==> config.mk <==
export PLATFORM = sky130hd
export DESIGN_NAME = cis_core
export DESIGN_NICKNAME = d
export VERILOG_FILES = /design/src/cis_pkg.sv /design/src/cis_core.sv
export SDC_FILE = /design/constraint.sdc
export NUM_CORES = 1
export LEC_CHECK = 0
export BUFFER_PORTS_ARGS = -buffer_cell sky130_fd_sc_hd__buf_2
export CORE_MARGIN = 2
export CORE_UTILIZATION = 40
export DETAILED_ROUTE_END_ITERATION = 8
export PLACE_DENSITY = 0.7
export RECOVER_POWER = 100
export SLEW_MARGIN = 5
export SYNTH_ARGS = -nofsm -noshare
export SYNTH_HDL_FRONTEND = slang
export SYNTH_SLANG_ARGS = --single-unit
==> constraint.sdc <==
create_clock -name i_ref_clk -period 1.7 [get_ports i_ref_clk]
set_input_delay 0.085 -clock i_ref_clk [delete_from_list [all_inputs] [get_ports i_ref_clk]]
set_output_delay 0.085 -clock i_ref_clk [all_outputs]
set_load 0.1 [all_outputs]
==> src/cis_pkg.sv <==
// Constants and types for the core instruction subset executor.
// Assumes a single instruction clock; no bus, all controls are ports.
package cis_pkg;
    localparam int CIS_DATA_W = 8;
    localparam int CIS_PC_W = 15;
    localparam int CIS_FADDR_W = 7;
    localparam int CIS_WDT_W = 8;
    localparam int CIS_PRE_W = 8;
    localparam logic [7:0] CIS_ZERO = 8'h00;
    localparam logic [7:0] CIS_W_RST = 8'h00;
    localparam logic [14:0] CIS_PC_RST = 15'h0000;
    localparam logic [7:0] CIS_WDT_CLR = 8'h00;
    localparam logic [7:0] CIS_PRE_CLR = 8'h00;
    localparam logic CIS_DEST_W = 1'b0;
    localparam logic CIS_DEST_F = 1'b1;
    localparam logic [1:0] CIS_TWO_CYC = 2'h2;

    // Decoded operation of the current instruction
    typedef enum logic [3:0] {
        CIS_OP_NOP,
        CIS_OP_WDT_CLEAR,
        CIS_OP_CALL_W,
        CIS_OP_COMP_F,
        CIS_OP_CLEAR_F,
        CIS_OP_DEC_F,
        CIS_OP_CLEAR_W,
        CIS_OP_DEC_SKIP
    } cis_op_t;

    // Execution phase of the core
    typedef enum logic [1:0] {
        CIS_ST_EXEC,
        CIS_ST_FLUSH
    } cis_state_t;
endpackage

==> src/cis_core.sv <==
// Execution of a subset of an 8-bit core's instructions: watchdog clear,
// call through working register, complement, clears, decrements.
// Assumes an outside fetch unit presents one decoded op per valid cycle,
// and an outside file register array returns o_faddr data same cycle.
`timescale 1ns/100ps
`default_nettype none

// Summary of operation
// RQ1: Watchdog clear zeroes watchdog count and prescaler, sets timeout, powerdown.
// RQ2: Call via working register pushes program counter plus one onto stack.
// RQ3: Then loads PC low from working register, PC high from latch bits 6:0.
// RQ4: Call via working register takes two cycles, status flags untouched.
// RQ5: Destination bit zero writes working register, one writes file register.
// RQ6: Complement writes inverse of file register, updates zero flag.
// RQ7: Decrement writes file register minus one, updates zero flag.
// RQ8: Clear file writes zero to addressed file register, sets zero flag.
// RQ9: Clear working writes zero to working register, sets zero flag.
// RQ10: Decrement-skip sets no flags; zero result flushes next fetch as no-op.
// RQ11: Zero flag set when eight-bit result is zero, else cleared.
module cis_core
    import cis_pkg::*;
(
    // Clock and reset
    input wire logic i_ref_clk,
    input wire logic i_resetn,
    // Instruction presented by fetch
    input wire logic i_valid,
    input wire cis_op_t i_op,
    input wire logic [6:0] i_faddr,
    input wire logic i_dest,
    // File register array port
    input wire logic [7:0] i_fdata,
    output logic [6:0] o_faddr,
    output logic o_fwe,
    output logic [7:0] o_fwdata,
    // High program-counter latch value
    input wire logic [6:0] i_pc_high_latch,
    // Program counter and return stack push
    output logic [14:0] o_pc,
    output logic o_push,
    output logic [14:0] o_top_of_return_stack,
    // Fetch handshake: o_ready high when a new instruction can be accepted, o_discard high in the flush cycle
    output logic o_ready,
    output logic o_discard,
    // Core state
    output logic [7:0] o_working,
    output logic o_zero_flag,
    output logic o_timeout_flag,
    output logic o_powerdown_flag,
    output logic [7:0] o_watchdog_counter,
    output logic [7:0] o_watchdog_prescaler
);

    cis_state_t state;
    logic take;
    logic [7:0] dec_res;
    logic [7:0] cmp_res;
    logic [7:0] next_res;
    logic res_to_w;
    logic res_to_f;

    // Accept new work only in the execute phase
    assign take = i_valid && (state == CIS_ST_EXEC);
    assign o_ready = (state == CIS_ST_EXEC);
    assign o_discard = (state == CIS_ST_FLUSH);
    assign dec_res = i_fdata - 8'h01; // RQ7
    assign cmp_res = ~i_fdata; // RQ6

    // Result selection for file-sourced ops
    always_comb begin
        next_res = CIS_ZERO;
        case (i_op)
            CIS_OP_COMP_F: next_res = cmp_res; // RQ6
            CIS_OP_DEC_F: next_res = dec_res; // RQ7
            CIS_OP_DEC_SKIP: next_res = dec_res; // RQ10
            default: next_res = CIS_ZERO; // RQ8
        endcase
    end

    // Destination routing by the destination bit
    always_comb begin
        res_to_w = 1'b0;
        res_to_f = 1'b0;
        if (take) begin
            case (i_op)
                CIS_OP_COMP_F, CIS_OP_DEC_F, CIS_OP_DEC_SKIP: begin
                    res_to_w = (i_dest == CIS_DEST_W); // RQ5
                    res_to_f = (i_dest == CIS_DEST_F); // RQ5
                end
                CIS_OP_CLEAR_F: res_to_f = 1'b1; // RQ8
                default: begin
                    res_to_w = 1'b0;
                    res_to_f = 1'b0;
                end
            endcase
        end
    end

    // File write port is combinational so the write lands this cycle
    assign o_faddr = i_faddr;
    assign o_fwe = res_to_f;
    assign o_fwdata = next_res;

    // Phase machine: two-cycle ops spend one flush cycle
    always_ff @(posedge i_ref_clk or negedge i_resetn) begin
        if (!i_resetn) begin
            state <= CIS_ST_EXEC;
        end else begin
            case (state)
                CIS_ST_EXEC: begin
                    if (take && i_op == CIS_OP_CALL_W) begin
                        state <= CIS_ST_FLUSH; // RQ4
                    end else if (take && i_op == CIS_OP_DEC_SKIP
                                 && dec_res == CIS_ZERO) begin
                        state <= CIS_ST_FLUSH; // RQ10
                    end
                end
                default: state <= CIS_ST_EXEC;
            endcase
        end
    end

    // Working register
    always_ff @(posedge i_ref_clk or negedge i_resetn) begin
        if (!i_resetn) begin
            o_working <= CIS_W_RST;
        end else if (take && i_op == CIS_OP_CLEAR_W) begin
            o_working <= CIS_ZERO; // RQ9
        end else if (res_to_w) begin
            o_working <= next_res; // RQ5
        end
    end

    // Zero flag; decrement-skip and call leave it alone
    always_ff @(posedge i_ref_clk or negedge i_resetn) begin
        if (!i_resetn) begin
            o_zero_flag <= 1'b0;
        end else if (take) begin
            case (i_op)
                CIS_OP_COMP_F, CIS_OP_DEC_F:
                    o_zero_flag <= (next_res == CIS_ZERO); // RQ11
                CIS_OP_CLEAR_F, CIS_OP_CLEAR_W:
                    o_zero_flag <= 1'b1; // RQ8 RQ9
                default: o_zero_flag <= o_zero_flag;
            endcase
        end
    end

    // Watchdog clear; power-on leaves both status flags set
    always_ff @(posedge i_ref_clk or negedge i_resetn) begin
        if (!i_resetn) begin
            o_watchdog_counter <= CIS_WDT_CLR;
            o_watchdog_prescaler <= CIS_PRE_CLR;
            o_timeout_flag <= 1'b1;
            o_powerdown_flag <= 1'b1;
        end else if (take && i_op == CIS_OP_WDT_CLEAR) begin
            o_watchdog_counter <= CIS_WDT_CLR; // RQ1
            o_watchdog_prescaler <= CIS_PRE_CLR; // RQ1
            o_timeout_flag <= 1'b1; // RQ1
            o_powerdown_flag <= 1'b1; // RQ1
        end
    end

    // Program counter and return-address push
    always_ff @(posedge i_ref_clk or negedge i_resetn) begin
        if (!i_resetn) begin
            o_pc <= CIS_PC_RST;
            o_push <= 1'b0;
            o_top_of_return_stack <= CIS_PC_RST;
        end else begin
            o_push <= 1'b0;
            if (take && i_op == CIS_OP_CALL_W) begin
                o_push <= 1'b1; // RQ2
                o_top_of_return_stack <= o_pc + 15'h0001; // RQ2
                o_pc <= {i_pc_high_latch, o_working}; // RQ3
            end else if (take || state == CIS_ST_FLUSH) begin
                o_pc <= o_pc + 15'h0001;
            end
        end
    end

    // Checks and coverage
    a_wdt_clear_flags: assert property (@(posedge i_ref_clk)
        disable iff (!i_resetn)
        take && i_op == CIS_OP_WDT_CLEAR |=> o_timeout_flag
        && o_powerdown_flag && o_watchdog_counter == 8'h00
        && o_watchdog_prescaler == 8'h00) // RQ1
        else $error("watchdog clear did not take effect");
    a_call_via_working_instr_push: assert property (@(posedge i_ref_clk)
        disable iff (!i_resetn)
        take && i_op == CIS_OP_CALL_W |=> o_push
        && o_top_of_return_stack == $past(o_pc) + 15'h0001) // RQ2
        else $error("call did not push return address");
    a_call_via_working_instr_target: assert property (@(posedge i_ref_clk)
        disable iff (!i_resetn)
        take && i_op == CIS_OP_CALL_W |=>
        o_pc == {$past(i_pc_high_latch), $past(o_working)}) // RQ3
        else $error("call target wrong");
    a_call_via_working_instr_two_cyc: assert property (@(posedge i_ref_clk)
        disable iff (!i_resetn)
        take && i_op == CIS_OP_CALL_W |=> !o_ready ##1 o_ready
        and ##1 $stable(o_zero_flag)) // RQ4
        else $error("call not two cycles or flag changed");
    a_dest_routing: assert property (@(posedge i_ref_clk)
        disable iff (!i_resetn)
        take && i_op == CIS_OP_DEC_F && i_dest == CIS_DEST_W
        |-> !o_fwe ##1 o_working == $past(i_fdata) - 8'h01) // RQ5 RQ7
        else $error("decrement to working register wrong");
    a_comp_zero: assert property (@(posedge i_ref_clk)
        disable iff (!i_resetn)
        take && i_op == CIS_OP_COMP_F |=>
        o_zero_flag == ($past(i_fdata) == 8'hff)) // RQ6 RQ11
        else $error("complement zero flag wrong");
    a_clear_file: assert property (@(posedge i_ref_clk)
        disable iff (!i_resetn)
        take && i_op == CIS_OP_CLEAR_F |-> o_fwe && o_fwdata == 8'h00
        ##1 o_zero_flag) // RQ8
        else $error("clear file wrong");
    a_clear_work: assert property (@(posedge i_ref_clk)
        disable iff (!i_resetn)
        take && i_op == CIS_OP_CLEAR_W |=>
        o_working == 8'h00 && o_zero_flag) // RQ9
        else $error("clear working wrong");
    a_skip_nop: assert property (@(posedge i_ref_clk)
        disable iff (!i_resetn)
        take && i_op == CIS_OP_DEC_SKIP |=> $stable(o_zero_flag)
        && (o_discard == ($past(i_fdata) == 8'h01))) // RQ10
        else $error("decrement skip wrong");

    // Result values and flag for the file-sourced ops
    a_dec_zero_flag: assert property (@(posedge i_ref_clk) // RQ7 RQ11
        disable iff (!i_resetn)
        take && i_op == CIS_OP_DEC_F |=>
        o_zero_flag == ($past(i_fdata) == 8'h01))
        else $error("decrement zero flag wrong");

    a_dec_file_data: assert property (@(posedge i_ref_clk) // RQ7
        disable iff (!i_resetn)
        take && i_op == CIS_OP_DEC_F && i_dest == CIS_DEST_F |->
        o_fwe && o_fwdata == i_fdata - 8'h01)
        else $error("decrement file data wrong");

    a_comp_file_data: assert property (@(posedge i_ref_clk) // RQ6
        disable iff (!i_resetn)
        take && i_op == CIS_OP_COMP_F && i_dest == CIS_DEST_F |->
        o_fwe && o_fwdata == ~i_fdata)
        else $error("complement file data wrong");

    a_comp_to_work: assert property (@(posedge i_ref_clk) // RQ5 RQ6
        disable iff (!i_resetn)
        take && i_op == CIS_OP_COMP_F && i_dest == CIS_DEST_W |->
        !o_fwe ##1 o_working == ~$past(i_fdata))
        else $error("complement to working register wrong");

    // A file destination must leave the working register alone
    a_dest_file_keep: assert property (@(posedge i_ref_clk) // RQ5
        disable iff (!i_resetn)
        take && i_dest == CIS_DEST_F && (i_op == CIS_OP_COMP_F
        || i_op == CIS_OP_DEC_F || i_op == CIS_OP_DEC_SKIP) |->
        o_fwe ##1 $stable(o_working))
        else $error("file destination touched working register");

    a_skip_result: assert property (@(posedge i_ref_clk) // RQ10
        disable iff (!i_resetn)
        take && i_op == CIS_OP_DEC_SKIP && i_dest == CIS_DEST_F |->
        o_fwdata == i_fdata - 8'h01)
        else $error("decrement skip data wrong");

    // The inserted no-op must neither write nor accept work
    a_flush_no_write: assert property (@(posedge i_ref_clk) // RQ10
        disable iff (!i_resetn)
        o_discard |-> !o_fwe && !o_ready)
        else $error("inserted no-op wrote or accepted");

    a_push_pulse: assert property (@(posedge i_ref_clk) // RQ2
        disable iff (!i_resetn)
        o_push |=> !o_push)
        else $error("push longer than one cycle");

    a_clear_w_nofile: assert property (@(posedge i_ref_clk) // RQ9
        disable iff (!i_resetn)
        take && i_op == CIS_OP_CLEAR_W |-> !o_fwe)
        else $error("clear working wrote file register");

    a_wdt_no_write: assert property (@(posedge i_ref_clk) // RQ1
        disable iff (!i_resetn)
        take && i_op == CIS_OP_WDT_CLEAR |-> !o_fwe
        ##1 $stable(o_working))
        else $error("watchdog clear touched data");

    // Straight-line ops step the program counter by one
    a_pc_step: assert property (@(posedge i_ref_clk)
        disable iff (!i_resetn)
        take && i_op != CIS_OP_CALL_W |=>
        o_pc == $past(o_pc) + 15'h0001)
        else $error("program counter did not step");

    c_call_via_working_instr: cover property (@(posedge i_ref_clk)
        take && i_op == CIS_OP_CALL_W);
    c_comp_to_work: cover property (@(posedge i_ref_clk)
        take && i_op == CIS_OP_COMP_F && i_dest == CIS_DEST_W);
    c_skip_taken: cover property (@(posedge i_ref_clk)
        take && i_op == CIS_OP_DEC_SKIP && i_fdata == 8'h01);
    c_dec_to_file: cover property (@(posedge i_ref_clk)
        take && i_op == CIS_OP_DEC_F && i_dest == CIS_DEST_F);
    c_wdt_clear: cover property (@(posedge i_ref_clk)
        take && i_op == CIS_OP_WDT_CLEAR);

endmodule

`default_nettype wire

==> results.toml <==
[sta]
report.final.slew_viol_count = 0
tns_ps = 0
clock_skew_ps = 5.87
setup_viol = 0
rsz0062_at_grt = "true"
fin_crit_ps = 1680
hold_violations = 0
timing.hold.ws_ps = 85.3
worstMarginPinSlew_ps = 1000
max_clock_freq_mhz = 596
finalCritPeriodShare = 0.988
slew_headroom = 0.331

[floorplan]
fp.dieArea_sq_um = 7470
core-area_sq_um = 6680
start_util = 0.407
num_rows = 30
die_w_um = 86.4
boundaryPins = 106
die_h_um = 86.4

[drt]
num_vias = 2451
first_pass_iters = 4
vias_per_cell = 5.16
drt-total-wl_um = 6490
drc_errors = 0
drt_iter0_drc = 74
wl_per_cell_um = 13.7
ant_nets = 0

[yosys]
synth-seq-cells = 41
synth_ff_type = "dfrtp_1"
yosys_warnings = 0
ys_seq_area_frac = 0.377
synth_edf_count = 0
syn_area_per_cell_sq_um = 8.66
syn_inst = 314
syn_area_sq_um = 2720
yosysUniqueCellTypes = 56
async_reset_ff_frac = 1.00

[cells_and_area]
n_fill_cell = 593
layout_common_cells = "clkbuf_2 (43), nand2_1 (31), nor2_1 (31)"
fin_nets = 427
final_cells = 475
drive_above_1_share = 0.370
utilization = 0.528
syn_to_final_growth_pct = 29.8
final_common_cell = "clkbuf_2"
diodes = 0

[placed_design]
hpwl_um = 4900
gp_congestion = 0.846
port_buffers = 73
dp_cells = 457

[cts]
clkSinkCount = 41
clock_path_buffers = 2
clockRootBuffer = "clkbuf_8"
clkTransAtPathRegs_ps = 80
htreeDepth = 2
numCtsBuffers = 5
cts_tree = "built"
clk_latency_ps = 290

[flow_run]
maxCapViolCount = 0

[power_and_ir_drop]
ir_drop_v = 0.000511
powerDensity_nw_per_um2 = 1690
p_leak_uw = 0.00157
total_power_uw = 5950

[global_route]
grt_max_degree = 44
grt_usage = 0.174
grt_first_pass_wirelength_um = 10400
grt_overflow = 0
antenna_found_initial = 0
grt_pass1_vias = 2135

[run_status]
status = "complete, no violations"

[worst_setup_path]
critPathRequiredTime_ps = 1620
cp-end-kind = "output pin"
path_max_fanout = 5
cp.arrival_ps = 1590
critPathKind = "reg -> out"
cp-start-kind = "register"

[worst_hold_path]
hp-class = "in -> reg"
[worst max-delay path, stage by stage, from the launching register on]
cell      delay, ps
dfrtp_4         490
nand2b_4        170
nor2_4          140
o211ai_1        140
a21oi_4         160
buf_12          190
[kinds of logic (layout without fill, tap and decap cells)]
logic type | count (synthesis) | after routing | share of synthesized area
xor gates and xnor gates | 17 | 17 | 0.0548
AOI/OAI and AO/OA | 91 | 91 | 0.214
adders and majority gates | 3 | 3 | 0.0138
other | 2 | 18 | 0.00276
DFF | 41 | 41 | 0.377
buffers and inverters | 50 | 115 | 0.113
and+or+nand+nor | 110 | 110 | 0.225
[synthesized netlist by cell type (all sizes together) (6+ instances only)]
library cell,number,share of area
dfrtp,41,0.38
xnor2,10,0.032
buf,33,0.090
nor2,33,0.047
a22o,8,0.026
a21oi,27,0.051
inv,10,0.014
o21ai,26,0.048
o22ai,7,0.016
nand2,31,0.043
clkbuf,7,0.0097
nor3,6,0.021
nand3,11,0.027
xor2,7,0.023
[flip-flops by register name (all words and copies together), names as in the netlist]
register,cells
o_pc,15
o_top_of_return_stack,15
o_working,8
o_push,1
o_zero_flag,1
state,1
[routing by layer]
metal / vias to the layer above / GRT usage / wire length [um]
li1: 1220 / - / -
met1: 1136 / 0.243 / 3050
met2: 83 / 0.271 / 2950
met3: 12 / 0.0352 / 380
met4: 0 / 0.0526 / 110
met5: - / 0 / 0
[final timing paths]
| path | start | slack (ps) | depth (start not counted) | endpoint |
|---|---|---|---|---|
| worst max-delay path | state[0] | 20 | 5 | o_fwe |
| worst min-delay path | i_pc_high_latch[5] | 90 | 3 | o_pc[13] |
| worst max register to register | o_pc[1] | 60 | 7 | o_pc[14] |
| worst min register to register | o_top_of_return_stack[8] | 480 | 2 | o_top_of_return_stack[8] |
| max in group asynchronous | i_resetn | 390 | 3 | state[0] |
| min in group asynchronous | i_resetn | 570 | 3 | o_top_of_return_stack[11] |
[cell type report]
| type | count | area (sq um) | share of cell area |
|---|---|---|---|
| inverter | 10 | 38.8 | 0.0110 |
| multi-input combinational | 239 | 1580 | 0.447 |
| clock buffer | 8 | 90.1 | 0.0255 |
| sequential | 41 | 1070 | 0.302 |
| timing repair buffer | 97 | 657 | 0.186 |
| tap | 80 | 100 | 0.0284 |
[metrics by stage]
step	worst slack, ps	area (sq um)
floorplan	-249	2970
global placement	16.2	3390
detailed placement	-10.8	3390
CTS	3.57	3500
global route	-57.8	3530
finish	20.9	3530
[power breakdown]
part / leakage (uW) / switching [uW] / internal (uW)
Clock: 0.0000455 / 328 / 331
Sequential: 0.000498 / 314 / 1320
Combinational: 0.00103 / 2940 / 712
[timing repair]
item	4_1_cts	5_1_grt
cloned	0	0
buffers inserted	1	8
gates resized for setup	0	4
hold buffers	1	0
endpoints found under the hold margin	41	0
setup endpoints to repair	1	16
pin swaps	0	6
Power figures use the tool's default switching activity.
